`src/logic/ccgow_pkg.sv`:
```
package ccgow_pkg;

  // clock mode codes on the clock_mode_select_pins
  localparam logic [2:0] MODE_X16      = 3'h0;
  localparam logic [2:0] MODE_PRESCALE = 3'h1;
  localparam logic [2:0] MODE_X10      = 3'h2;
  localparam logic [2:0] MODE_DIRECT   = 3'h3;
  localparam logic [2:0] MODE_X5       = 3'h4;
  localparam logic [2:0] MODE_X8       = 3'h5;
  localparam logic [2:0] MODE_X3       = 3'h6;
  localparam logic [2:0] MODE_X4       = 3'h7;

  // multiplication factors
  localparam logic [4:0] FACT_X3  = 5'h03;
  localparam logic [4:0] FACT_X4  = 5'h04;
  localparam logic [4:0] FACT_X5  = 5'h05;
  localparam logic [4:0] FACT_X8  = 5'h08;
  localparam logic [4:0] FACT_X10 = 5'h0A;
  localparam logic [4:0] FACT_X16 = 5'h10;
  localparam logic [4:0] FACT_ONE = 5'h01;

  // pll divider chain settings
  localparam logic [6:0] IN_DIV_4  = 7'h04;
  localparam logic [6:0] IN_DIV_2  = 7'h02;
  localparam logic [6:0] MULT_64   = 7'h40;
  localparam logic [6:0] MULT_48   = 7'h30;
  localparam logic [6:0] MULT_40   = 7'h28;
  localparam logic [6:0] OUT_DIV_4 = 7'h04;
  localparam logic [6:0] OUT_DIV_2 = 7'h02;
  localparam logic [6:0] DIV_NONE  = 7'h00;

  // register word offsets
  localparam logic [1:0] REG_SYS_CFG = 2'h0;
  localparam logic [1:0] REG_STATUS  = 2'h1;
  localparam logic [1:0] REG_IRQ     = 2'h2;

  // field positions
  localparam int BIT_WD_DISABLE = 4;
  localparam int ST_MODE_LSB    = 0;
  localparam int ST_FAIL_BIT    = 3;
  localparam int ST_ON_PLL_BIT  = 4;
  localparam int ST_PLL_EN_BIT  = 5;
  localparam int ST_STRAP_BIT   = 6;
  localparam int IRQ_FLAG_BIT   = 0;

  localparam logic [31:0] SYS_CFG_RST = 32'h0000_0000;

  // watchdog overflow after this many free-running pll cycles
  localparam int OSC_WD_OVF = 16;

endpackage : ccgow_pkg

```
`src/logic/ccgow_top.sv`:
```
`timescale 1ns/1ns
// How it works
// - mode pins latched once at reset release; kept until next reset
// - pll codes multiply input by 4, 3, 8, 5, 10 or 16
// - code 001 divides the input clock by two
// - prescaler phases each last one input period
// - code 011 keeps pll out of the cpu path, bypasses amplifier, drives cpu directly
// - direct drive cpu clock copies the input, duty cycle included
// - non-pll modes run free pll for watchdog unless disable bit set
// - watchdog on after reset; bit 4 of config register disables it
// - watchdog counter counts pll cycles, cleared on input transitions
// - sixteen pll cycles without input transition means clock failure
// - on failure cpu clock moves to free pll clock, flag raised
// - failover held until hardware or bidirectional reset
// - watchdog disabled before a failure keeps cpu on external clock, pll off
// - all other codes enable pll, cpu equals input times factor
// - pll resyncs every factor input rising edges, smoothly
// - pll chain input divider, multiplier, output divider per code
module ccgow_top
  import ccgow_pkg::*;
#(
  parameter int FREE_DIV = 10,
  parameter int PER_W    = 16
) (
  // clock, reset, enable
  input  wire logic        i_ref_clk,
  input  wire logic        i_rst_b,
  input  wire logic        i_clk_en,
  input  wire logic        i_bidir_rst,
  // pins
  input  wire logic [2:0]  i_clock_mode_select_pins,
  input  wire logic        i_crystal_input_pin,
  // clock outputs
  output logic             o_cpu_clk,
  output logic             o_pll_free_clk,
  output logic             o_pll_enable,
  output logic             o_osc_amp_bypass,
  output logic             o_osc_wd_irq,
  // pll chain settings
  output logic [6:0]       o_pll_in_div,
  output logic [6:0]       o_pll_mult,
  output logic [6:0]       o_pll_out_div,
  // avalon-mm slave
  input  wire logic [1:0]  i_avs_address,
  input  wire logic        i_avs_read,
  input  wire logic        i_avs_write,
  input  wire logic [31:0] i_avs_writedata,
  input  wire logic [3:0]  i_avs_byteenable,
  output logic [31:0]      o_avs_readdata,
  output logic             o_avs_waitrequest
);

  typedef enum {
    CCGOW_ST_WAIT,
    CCGOW_ST_PLL,
    CCGOW_ST_PRESC,
    CCGOW_ST_DIRECT,
    CCGOW_ST_FAILOVER
  } ccgow_src_e;

  function automatic logic [4:0] mode_factor(input logic [2:0] m);
    case (m)
      MODE_X4:       mode_factor = FACT_X4;
      MODE_X3:       mode_factor = FACT_X3;
      MODE_X8:       mode_factor = FACT_X8;
      MODE_X5:       mode_factor = FACT_X5;
      MODE_X10:      mode_factor = FACT_X10;
      MODE_X16:      mode_factor = FACT_X16;
      default:       mode_factor = FACT_ONE;
    endcase
  endfunction : mode_factor

  function automatic logic is_pll_mode(input logic [2:0] m);
    is_pll_mode = (m != MODE_DIRECT) && (m != MODE_PRESCALE);
  endfunction : is_pll_mode

  logic [2:0]       mode_ff;
  logic             strap_ok_ff;
  ccgow_src_e       src_ff;
  ccgow_src_e       nxt_src;
  logic             xtal_ff;
  logic             xtal_prev_ff;
  logic             xtal_edge;
  logic             xtal_rise;
  logic [31:0]      sys_cfg_ff;
  logic             wd_disable;
  logic             wd_fail;
  logic             pll_mode;
  logic             free_run;
  logic [7:0]       free_cnt_ff;
  logic             pll_tick;
  logic             free_clk_ff;
  logic             presc_clk_ff;
  logic [4:0]       factor;
  logic [4:0]       edge_cnt_ff;
  logic [PER_W-1:0] win_cnt_ff;
  logic [PER_W-1:0] period_ff;
  logic [PER_W:0]   acc_ff;
  logic [PER_W:0]   nxt_acc;
  logic [PER_W:0]   step;
  logic             nco_clk_ff;
  logic             cpu_clk_ff;
  logic             irq_ff;
  logic             ack_ff;
  logic [31:0]      rdata_ff;
  logic             access;
  logic             wr_take;
  logic             irq_clr;

  localparam logic [7:0] FREE_LAST = 8'(FREE_DIV - 1);

  // strap catch: sampled by the first enabled edge after release
  always_ff @(posedge i_ref_clk or negedge i_rst_b) begin
    if (!i_rst_b) begin
      mode_ff     <= MODE_X4;
      strap_ok_ff <= 1'b0;
    end else if (i_clk_en) begin
      if (i_bidir_rst) begin
        strap_ok_ff <= 1'b0;
      end else if (!strap_ok_ff) begin
        mode_ff     <= i_clock_mode_select_pins;
        strap_ok_ff <= 1'b1;
      end
    end
  end

  assign pll_mode = is_pll_mode(mode_ff);
  assign factor   = mode_factor(mode_ff);

  // input sampling, synchronous by contract
  always_ff @(posedge i_ref_clk or negedge i_rst_b) begin
    if (!i_rst_b) begin
      xtal_ff      <= 1'b0;
      xtal_prev_ff <= 1'b0;
    end else if (i_clk_en) begin
      xtal_ff      <= i_crystal_input_pin;
      xtal_prev_ff <= xtal_ff;
    end
  end

  assign xtal_edge = xtal_ff ^ xtal_prev_ff;
  assign xtal_rise = xtal_ff & ~xtal_prev_ff;

  // clock source selection
  always_comb begin
    nxt_src = src_ff;
    case (src_ff)
      CCGOW_ST_WAIT: begin
        if (strap_ok_ff) begin
          if (pll_mode) begin
            nxt_src = CCGOW_ST_PLL;
          end else if (mode_ff == MODE_PRESCALE) begin
            nxt_src = CCGOW_ST_PRESC;
          end else begin
            nxt_src = CCGOW_ST_DIRECT;
          end
        end
      end
      CCGOW_ST_PRESC,
      CCGOW_ST_DIRECT: begin
        if (wd_fail) begin
          nxt_src = CCGOW_ST_FAILOVER;
        end
      end
      CCGOW_ST_PLL,
      CCGOW_ST_FAILOVER: nxt_src = src_ff;
      default: nxt_src = CCGOW_ST_WAIT;
    endcase
    if (!strap_ok_ff) begin
      nxt_src = CCGOW_ST_WAIT;
    end
  end

  always_ff @(posedge i_ref_clk or negedge i_rst_b) begin
    if (!i_rst_b) begin
      src_ff <= CCGOW_ST_WAIT;
    end else if (i_clk_en) begin
      src_ff <= i_bidir_rst ? CCGOW_ST_WAIT : nxt_src;
    end
  end

  // config register; watchdog enabled after reset
  assign wd_disable = sys_cfg_ff[BIT_WD_DISABLE];

  // free pll runs for the watchdog, or as backup after failover
  assign free_run = strap_ok_ff && !pll_mode
                    && (!wd_disable || src_ff == CCGOW_ST_FAILOVER);

  always_ff @(posedge i_ref_clk or negedge i_rst_b) begin
    if (!i_rst_b) begin
      free_cnt_ff <= 8'h00;
      free_clk_ff <= 1'b0;
    end else if (i_clk_en) begin
      if (!free_run) begin
        free_cnt_ff <= 8'h00;
        free_clk_ff <= 1'b0;
      end else if (free_cnt_ff == FREE_LAST) begin
        free_cnt_ff <= 8'h00;
        free_clk_ff <= ~free_clk_ff;
      end else begin
        free_cnt_ff <= free_cnt_ff + 8'h01;
      end
    end
  end

  // one watchdog count per full free pll period
  assign pll_tick = free_run && free_clk_ff && free_cnt_ff == FREE_LAST;

  ccgow_osc_watchdog #(
    .CNT_W (5),
    .OVF   (OSC_WD_OVF)
  ) u_osc_wd (
    .i_ref_clk   (i_ref_clk),
    .i_rst_b     (i_rst_b),
    .i_clk_en    (i_clk_en),
    .i_restart   (i_bidir_rst),
    .i_enable    (!wd_disable && (src_ff == CCGOW_ST_PRESC
                  || src_ff == CCGOW_ST_DIRECT)),
    .i_pll_tick  (pll_tick),
    .i_xtal_edge (xtal_edge),
    .o_fail      (wd_fail)
  );

  // prescaler toggles on each input rise: each phase one input period
  always_ff @(posedge i_ref_clk or negedge i_rst_b) begin
    if (!i_rst_b) begin
      presc_clk_ff <= 1'b0;
    end else if (i_clk_en) begin
      if (xtal_rise) begin
        presc_clk_ff <= ~presc_clk_ff;
      end
    end
  end

  // pll model: period of factor input cycles measured in ref clocks
  always_ff @(posedge i_ref_clk or negedge i_rst_b) begin
    if (!i_rst_b) begin
      edge_cnt_ff <= 5'h00;
      win_cnt_ff  <= '0;
      period_ff   <= '0;
    end else if (i_clk_en) begin
      if (src_ff != CCGOW_ST_PLL) begin
        edge_cnt_ff <= 5'h00;
        win_cnt_ff  <= '0;
      end else if (xtal_rise && edge_cnt_ff == factor - 5'h01) begin
        edge_cnt_ff <= 5'h00;
        win_cnt_ff  <= PER_W'(1);
        period_ff   <= win_cnt_ff + PER_W'(1);
      end else begin
        if (xtal_rise) begin
          edge_cnt_ff <= edge_cnt_ff + 5'h01;
        end
        if (win_cnt_ff != '1) begin
          win_cnt_ff <= win_cnt_ff + PER_W'(1);
        end
      end
    end
  end

  // 2*f*f toggles per window of f input periods; acc kept across resync
  // so the rate slews instead of jumping
  assign step = (PER_W+1)'(factor) * (PER_W+1)'(factor) * (PER_W+1)'(2);

  always_comb begin
    nxt_acc = acc_ff + step;
    if (nxt_acc >= {1'b0, period_ff}) begin
      nxt_acc = nxt_acc - {1'b0, period_ff};
    end
  end

  always_ff @(posedge i_ref_clk or negedge i_rst_b) begin
    if (!i_rst_b) begin
      acc_ff     <= '0;
      nco_clk_ff <= 1'b0;
    end else if (i_clk_en) begin
      if (src_ff != CCGOW_ST_PLL || period_ff == '0) begin
        acc_ff     <= '0;
        nco_clk_ff <= 1'b0;
      end else begin
        acc_ff <= nxt_acc;
        if (acc_ff + step >= {1'b0, period_ff}) begin
          nco_clk_ff <= ~nco_clk_ff;
        end
      end
    end
  end

  // cpu clock mux
  always_ff @(posedge i_ref_clk or negedge i_rst_b) begin
    if (!i_rst_b) begin
      cpu_clk_ff <= 1'b0;
    end else if (i_clk_en) begin
      case (src_ff)
        CCGOW_ST_PLL:      cpu_clk_ff <= nco_clk_ff;
        CCGOW_ST_PRESC:    cpu_clk_ff <= presc_clk_ff;
        CCGOW_ST_DIRECT:   cpu_clk_ff <= xtal_ff;
        CCGOW_ST_FAILOVER: cpu_clk_ff <= free_clk_ff;
        default:           cpu_clk_ff <= 1'b0;
      endcase
    end
  end

  assign o_cpu_clk        = cpu_clk_ff;
  assign o_pll_free_clk   = free_clk_ff;
  assign o_pll_enable     = (strap_ok_ff && pll_mode) || free_run;
  assign o_osc_amp_bypass = strap_ok_ff && mode_ff == MODE_DIRECT;
  assign o_osc_wd_irq     = irq_ff;

  // divider chain per code
  always_comb begin
    o_pll_in_div  = DIV_NONE;
    o_pll_mult    = DIV_NONE;
    o_pll_out_div = DIV_NONE;
    if (strap_ok_ff) begin
      case (mode_ff)
        MODE_X4: begin
          o_pll_in_div  = IN_DIV_4;
          o_pll_mult    = MULT_64;
          o_pll_out_div = OUT_DIV_4;
        end
        MODE_X3: begin
          o_pll_in_div  = IN_DIV_4;
          o_pll_mult    = MULT_48;
          o_pll_out_div = OUT_DIV_4;
        end
        MODE_X8: begin
          o_pll_in_div  = IN_DIV_4;
          o_pll_mult    = MULT_64;
          o_pll_out_div = OUT_DIV_2;
        end
        MODE_X5: begin
          o_pll_in_div  = IN_DIV_4;
          o_pll_mult    = MULT_40;
          o_pll_out_div = OUT_DIV_2;
        end
        MODE_X10: begin
          o_pll_in_div  = IN_DIV_2;
          o_pll_mult    = MULT_40;
          o_pll_out_div = OUT_DIV_2;
        end
        MODE_X16: begin
          o_pll_in_div  = IN_DIV_2;
          o_pll_mult    = MULT_64;
          o_pll_out_div = OUT_DIV_2;
        end
        default: begin
          o_pll_in_div  = DIV_NONE;
        end
      endcase
    end
  end

  // avalon slave: every access answered on its second edge
  assign access            = (i_avs_read || i_avs_write) && !ack_ff;
  assign o_avs_waitrequest = (i_avs_read || i_avs_write) && !ack_ff;
  assign wr_take           = i_avs_write && ack_ff;
  assign irq_clr = wr_take && i_avs_address == REG_IRQ
                   && i_avs_byteenable[0] && i_avs_writedata[IRQ_FLAG_BIT];

  always_ff @(posedge i_ref_clk or negedge i_rst_b) begin
    if (!i_rst_b) begin
      ack_ff <= 1'b0;
    end else if (i_clk_en) begin
      ack_ff <= access;
    end
  end

  always_ff @(posedge i_ref_clk or negedge i_rst_b) begin
    if (!i_rst_b) begin
      sys_cfg_ff <= SYS_CFG_RST;
    end else if (i_clk_en) begin
      if (i_bidir_rst) begin
        sys_cfg_ff <= SYS_CFG_RST;
      end else if (wr_take && i_avs_address == REG_SYS_CFG) begin
        for (int b = 0; b < 4; b++) begin
          if (i_avs_byteenable[b]) begin
            sys_cfg_ff[b*8 +: 8] <= i_avs_writedata[b*8 +: 8];
          end
        end
      end
    end
  end

  // interrupt flag: a new failure wins over a clear in the same cycle;
  // the restart pulse still wins, as the source drops back to wait
  always_ff @(posedge i_ref_clk or negedge i_rst_b) begin
    if (!i_rst_b) begin
      irq_ff <= 1'b0;
    end else if (i_clk_en) begin
      if (i_bidir_rst) begin
        irq_ff <= 1'b0;
      end else if (nxt_src == CCGOW_ST_FAILOVER
                   && src_ff != CCGOW_ST_FAILOVER) begin
        irq_ff <= 1'b1;
      end else if (irq_clr) begin
        irq_ff <= 1'b0;
      end
    end
  end

  always_ff @(posedge i_ref_clk or negedge i_rst_b) begin
    if (!i_rst_b) begin
      rdata_ff <= 32'h0000_0000;
    end else if (i_clk_en) begin
      if (i_avs_read && !ack_ff) begin
        rdata_ff <= 32'h0000_0000;
        case (i_avs_address)
          REG_SYS_CFG: rdata_ff <= sys_cfg_ff;
          REG_STATUS: begin
            rdata_ff[ST_MODE_LSB +: 3] <= mode_ff;
            rdata_ff[ST_FAIL_BIT]      <= wd_fail;
            rdata_ff[ST_ON_PLL_BIT]    <= src_ff == CCGOW_ST_FAILOVER;
            rdata_ff[ST_PLL_EN_BIT]    <= o_pll_enable;
            rdata_ff[ST_STRAP_BIT]     <= strap_ok_ff;
          end
          REG_IRQ: rdata_ff[IRQ_FLAG_BIT] <= irq_ff;
          default: rdata_ff <= 32'h0000_0000;
        endcase
      end
    end
  end

  assign o_avs_readdata = rdata_ff;

endmodule : ccgow_top

```
`src/logic/ccgow_osc_watchdog.sv`:
```
`timescale 1ns/1ns
module ccgow_osc_watchdog
  import ccgow_pkg::*;
#(
  parameter int CNT_W = 5,
  parameter int OVF   = OSC_WD_OVF
) (
  // clock and reset
  input  wire logic i_ref_clk,
  input  wire logic i_rst_b,
  input  wire logic i_clk_en,
  // control
  input  wire logic i_restart,
  input  wire logic i_enable,
  input  wire logic i_pll_tick,
  input  wire logic i_xtal_edge,
  // result
  output logic      o_fail
);

  logic [CNT_W-1:0] cnt_ff;
  logic             fail_ff;

  localparam logic [CNT_W-1:0] LAST = CNT_W'(OVF - 1);

  always_ff @(posedge i_ref_clk or negedge i_rst_b) begin
    if (!i_rst_b) begin
      cnt_ff <= '0;
    end else if (i_clk_en) begin
      if (i_restart || !i_enable || i_xtal_edge || fail_ff) begin
        cnt_ff <= '0;
      end else if (i_pll_tick) begin
        cnt_ff <= cnt_ff + CNT_W'(1);
      end
    end
  end

  // once tripped, later counter activity is ignored until reset
  always_ff @(posedge i_ref_clk or negedge i_rst_b) begin
    if (!i_rst_b) begin
      fail_ff <= 1'b0;
    end else if (i_clk_en) begin
      if (i_restart) begin
        fail_ff <= 1'b0;
      end else if (i_enable && !i_xtal_edge && i_pll_tick
                   && cnt_ff == LAST) begin
        fail_ff <= 1'b1;
      end
    end
  end

  assign o_fail = fail_ff;

endmodule : ccgow_osc_watchdog

```
`config.mk`:
```
export PLATFORM = sky130hd
export DESIGN_NAME = ccgow_top
export DESIGN_NICKNAME = d
export VERILOG_FILES = /design/src/logic/ccgow_pkg.sv /design/src/logic/ccgow_top.sv /design/src/logic/ccgow_osc_watchdog.sv
export SDC_FILE = /design/constraint.sdc
export NUM_CORES = 1
export LEC_CHECK = 0
export BUFFER_PORTS_ARGS = -buffer_cell sky130_fd_sc_hd__buf_2
export CAP_MARGIN = 10
export CORE_MARGIN = 2
export CORE_UTILIZATION = 50
export CTS_CLUSTER_SIZE = 25
export DETAILED_ROUTE_END_ITERATION = 16
export MAX_ROUTING_LAYER = met4
export PLACE_DENSITY = 0.69
export SETUP_SLACK_MARGIN = 0.2
export SLEW_MARGIN = 40
export SYNTH_ARGS = -nofsm -noshare
export SYNTH_HDL_FRONTEND = slang
export SYNTH_SLANG_ARGS = --single-unit
```
`constraint.sdc`:
```
create_clock -name i_ref_clk -period 18 [get_ports i_ref_clk]
set_input_delay 3.6 -clock i_ref_clk [delete_from_list [all_inputs] [get_ports i_ref_clk]]
set_output_delay 3.6 -clock i_ref_clk [all_outputs]
set_load 0.01 [all_outputs]
```
---- Word level (Yosys, flattened, before mapping) ----
Cells that the tools add are included.
operators by class
  add/sub/neg operators ................... 7
  multiply operators ...................... 1
  magnitude comparators ................... 1
  equal/unequal tests ..................... 26
  muxes and demuxes ....................... 45
  bitwise gates (word level) .............. 9
  reductions and logical operators ........ 71
operators with widths
  operator                                                                   number
  32-bit two-way mux                                                         5
  32-bit by 3-bit equality test with 1-bit output (second input constant)    3
  32-bit case mux with 3 select lines                                        1
  32-bit by 2-bit equality test with 1-bit output (second input constant)    2
  32-bit by 4-bit equality test with 1-bit output (second input constant)    2
  16-bit two-way mux                                                         3
  8-bit two-way mux                                                          6
  17-bit two-way mux                                                         2
  32-bit by 1-bit equality test with 1-bit output (second input constant)    1
  32-bit zero test                                                           1
  32-bit by 2-bit inequality test with 1-bit output (second input constant)  1
  32-bit by 4-bit inequality test with 1-bit output (second input constant)  1
  5-bit case mux with 6 select lines                                         1
  25-bit two-way mux                                                         1
  5-bit two-way mux                                                          5
  7-bit case mux with 3 select lines                                         1
  1-bit logical AND                                                          20
  2-bit AND reduction                                                        9
  3-bit AND reduction                                                        6
  17-bit by 11-bit adder with 17-bit output                                  1
  17-bit by 16-bit >= comparator with 1-bit output                           1
  17-bit by 16-bit subtractor with 17-bit output                             1
  16-bit by 1-bit adder with 16-bit output (second input constant)           1
  16-bit zero test                                                           1
  other kinds (36)                                                           84
word-level totals
  flip-flop bits (word level) ............. 176
  input bits .............................. 48
  output and inout port bits .............. 59
  word-level logic and storage cells ...... 183

---- Logic depth before layout (Yosys ltp) ----
  word-level depth ........................ 11
  mapped depth ............................ 31
  mapped depth without buffers ............ 27

---- By module ----
From an unflattened synthesis, not the netlist that was laid out.
unflattened totals
  cells, all modules ...................... 1,112
  area, all modules ....................... 10,110.9 um^2
modules (own cells, without submodules)
  module              times used  cells an instance  area an instance (um^2)  sequential area each (um^2)
  ccgow_top           1           1,082              9,784.4                  4,257.8
  ccgow_osc_watchdog  1           30                 326.6                    150.1

---- Worst setup path after synthesis ----
OpenSTA, ideal clock, no wires.
  kind .................................... input to output
  start ................................... in i_avs_write
  end ..................................... out o_avs_waitrequest
  arrival ................................. 3.806 ns
  required time ........................... 14.400 ns
  slack ................................... 10.594 ns
  stages on the path ...................... 2
  buffers on the path ..................... 0
  cell sequence ........................... nor2_1 -> nor2_1
between the ends
  cells in the longest elaborated chain, start to end .. 2
ends and longest elaborated chain
  item               RTL line          RTL
  start, declared    ccgow_top.sv:46   input wire logic i_avs_write,
  1-bit logical OR   ccgow_top.sv:355  assign o_avs_waitrequest = (i_avs_read || i_avs_write) && !ack_ff;
  1-bit logical AND  ccgow_top.sv:355
  end, declared      ccgow_top.sv:50   output logic o_avs_waitrequest
No other way between the ends.

---- Worst setup path in the final report ----
Ends and elaborated chain as after synthesis.

==> results <==
- The run finished with clean final reports.
- The number of sinks handled by clock tree synthesis is between 150 and 200.
- The H-tree depth reported by CTS is 4.
- After detailed routing, the number of remaining DRC violations is 0.
- TritonCTS built the clock tree.
- Of the available clock period, the critical path in the final layout requires 0.422.
- STA classifies the critical path endpoint as a primary output.
- For this run, the detailed router's first-pass iteration total came to 5.
- The first routing iteration left 510 violations.
- Setup repair after global routing left no endpoint under its margin.
- Each instance of the synthesized netlist takes up on average just over 9 sq um.
- Leaving out fill and tap cells, the most frequent cell in the layout is sky130_fd_sc_hd__dfrtp_1.
- Buffers placed on the I/O ports in this run total 93.
- The routability-driven placement congestion ratio is around 0.9.
- The final wirelength is roughly 24000 um.
- The number of buffers created by CTS is 17.
- The sequential share of the synthesized area is 0.427.
- The power density of the placed cells is about 120 nW/um^2.
- The die outline height is roughly 150 um.
- The detailed-route wire length per cell is 16.5 um.
- The number of global-route vias before repair was ~8100.
- Headroom to the max-slew limit came out at 0.491.
- 0 antenna diodes ended up in the layout.
- The endpoint of the lowest-slack register-to-register path is acc_ff[11].
- After clock tree synthesis, the setup repair step added 0 buffers.
- After legalization and detailed placement, the total HPWL measured between 15000 and 20000 um.
- The root buffer cell chosen for the clock tree is sky130_fd_sc_hd__clkbuf_16.
- The final-layout setup total negative slack is 0 ps.
- In this run, synthesis inferred 0 flip-flops with an integrated enable.
- The initial antenna violation count is 0.
- The number of buffers inserted by hold repair at cts is 0.
- Setup violations remaining at the end of the flow were counted as 0.
- The total overflow left after global routing is 0.
- The capture point of the critical path is o_avs_waitrequest.
- The cell count after synthesis came out at approximately 1100.
- In the synthesized netlist the dominant register cell turns out to be sky130_fd_sc_hd__dfrtp_1.
- The later pin in the worst-skew pair is clocked with a latency of between 400 and 500 ps.
- Setup slack on the worst reg-to-reg path comes out at roughly 11000 ps.
- The category of the worst setup path launch point is an input pin.
- The smallest clock period supported by the final layout is computed as 7590 ps.
- In the final layout, the share of cells above drive strength 1 is 0.146.
- The Yosys step of the flow raised 0 warnings.
- The width of the die is 148 um.
- The number of nets with antenna violations after routing is 0.
- The synthesized netlist contains 83 unique library cells.
- The starting density of the core is 0.510.
- At the worst endpoint, the required time is roughly 14000 ps.
- The setup path with the least slack is of type input pin to primary output.
- The critical path startpoint is i_avs_write.
- The count of state elements after synthesis is between 150 and 200.
- The number of hold-slack violations in the final timing report is 0.
- The highest fanout seen on the critical path is 3.
- The final count of pins violating max slew was 0.
- Dividing the detail-routed via count by the number of cells gives roughly 5.7.
- Across the routed clock network, the largest skew measured is ~15 ps.
- Across every metal layer, demand over resource in global routing totals 0.238.
- Post-CTS repair changed the size of 0 cells.
- In this run the count of I/O pins placed on the die edge is roughly 110.
- The worst IR drop on VDD is 0.0681 mV.
- The number of core rows is between 50 and 60.
- The clock transition at the registers of the reported paths is ~80 ps.
- For the pin with the worst max-slew slack, the measured transition is about 750 ps.
- The analysis attributes to cell leakage a power of around 5.4 nW.
- The final design utilization is 0.569.
- The total power is ~0.0014 W.
- The first global-routing pass estimated a little over 40000 um of wire.
- The achievable clock frequency is 0.132 GHz.
- The share of synthesized registers carrying an async set or reset is 1.00.
- The class of the tightest hold or removal check is flop to flop.
- The library cells used most frequently in the layout, excluding fill and tap cells, are sky130_fd_sc_hd__dfrtp_1, sky130_fd_sc_hd__nand2_1, sky130_fd_sc_hd__o21ai_0, sky130_fd_sc_hd__buf_2, sky130_fd_sc_hd__inv_1.
- After floorplanning, the core was sized to cover 20200 sq um.
- The detailed router placed 8285 vias in this run.
- The maximum number of pins on one net before global-route repair is between 70 and 80.
- After synthesis the cells add up to around 10000 sq um.
- The max-capacitance violation count is 0.
- The area of the die is between 20000 and 25000 sq um.
- The startpoint identified for the worst register-to-register timing path is mode_ff[0].
- On the final layout, the worst hold slack is 473 ps.
- The cell count of the worst reg-to-reg path is 23.
- The largest buffer count on any clock path is 2.
- The arrival time at the worst endpoint is ~4000 ps.
- The net count reported at finish is between 1000 and 1500.
- The area growth from synthesis to layout is 11.5%.
[critical path, cell delays in order]
cell	delay (ps)
sky130_fd_sc_hd__buf_2	110
sky130_fd_sc_hd__nor2_1	90
sky130_fd_sc_hd__nor2_1	50
sky130_fd_sc_hd__buf_2	140
[Yosys cell counts (18+ instances only)]
cell type	instances	area, sq um
sky130_fd_sc_hd__nand3_1	32	160
sky130_fd_sc_hd__ha_1	47	588
sky130_fd_sc_hd__a21oi_1	35	175
sky130_fd_sc_hd__mux2i_1	20	200
sky130_fd_sc_hd__nand2_1	130	488
sky130_fd_sc_hd__nor3_1	18	90.1
sky130_fd_sc_hd__nor2b_1	43	269
sky130_fd_sc_hd__xor2_1	18	158
sky130_fd_sc_hd__inv_1	68	255
sky130_fd_sc_hd__clkbuf_1	45	169
sky130_fd_sc_hd__o31ai_1	22	165
sky130_fd_sc_hd__xnor2_1	35	307
sky130_fd_sc_hd__o41ai_1	26	228
sky130_fd_sc_hd__nor2_1	51	191
sky130_fd_sc_hd__dfrtp_1	173	4330
sky130_fd_sc_hd__o21ai_0	101	505
[where the power goes]
group	switching, W	internal [W]	total (W)
registers	0.0000248	0.000421	0.000445
clock network	0.000176	0.000188	0.000364
logic	0.000350	0.000257	0.000607
total	0.000551	0.000866	0.00142
[state kept, by name (all words and copies together), names as in the netlist, 3 cells and up]
| signal | count |
|---|---|
| sys_cfg_ff | 32 |
| o_avs_readdata | 32 |
| edge_cnt_ff | 5 |
| mode_ff | 3 |
| period_ff | 16 |
| u_osc_wd.cnt_ff | 5 |
| free_cnt_ff | 8 |
| src_ff | 32 |
| acc_ff | 17 |
| win_cnt_ff | 16 |
[layer usage]
layer / global-route usage / up-vias / routed length [um]
met3: 0.0364 / 23 / 859
met1: 0.331 / 4022 / 11600
met2: 0.365 / 164 / 11300
li1: - / 4076 / -
met5: - / - / 0
met4: 0.0649 / 0 / 350
[how the worst min path moves through the flow]
stage | cells after the start | start | slack (ps) | end
finish | 2 | o_avs_readdata[6] | 470 | o_avs_readdata[6]
global route | 1 | presc_clk_ff | 500 | presc_clk_ff
CTS | 2 | o_avs_readdata[6] | 480 | o_avs_readdata[6]
detailed placement | 2 | o_avs_readdata[6] | 460 | o_avs_readdata[6]
global placement | 2 | o_avs_readdata[12] | 460 | o_avs_readdata[12]
floorplan | 1 | presc_clk_ff | 440 | presc_clk_ff
[layout make-up]
class	count	area [sq um]
fill	1792	8720
clock inverter	13	136
sequential	176	4410
inverter	69	259
timing repair buffer	100	532
multi-input combinational	818	5400
clock buffer	19	443
tap	270	338
[per-stage QoR]
stage / area (sq um) / setup WS (ps) / instances
after floorplan: 10400 / 10590 / 1133
after global placement: 10900 / 10410 / 1433
after detailed placement: 10900 / 10410 / 1433
after CTS: 11500 / 10410 / 1465
after global routing: 11500 / 10210 / 1465
final: 11500 / 10410 / 1465
[cells by family (layout without fill, tap and decap cells)]
| logic type | after synthesis | count (layout) | share of synthesized area |
|---|---|---|---|
| and+or+nand+nor | 379 | 379 | 0.188 |
| AOI/OAI and AO/OA | 281 | 281 | 0.182 |
| DFF | 176 | 176 | 0.427 |
| buffers and inverters | 139 | 201 | 0.0613 |
| xor gates and xnor gates | 53 | 53 | 0.0450 |
| adders and majority gates | 52 | 52 | 0.0666 |
| muxes | 30 | 30 | 0.0303 |
| other | 2 | 23 | 0.000727 |
Note: power is estimated with default switching activity, not from simulation.
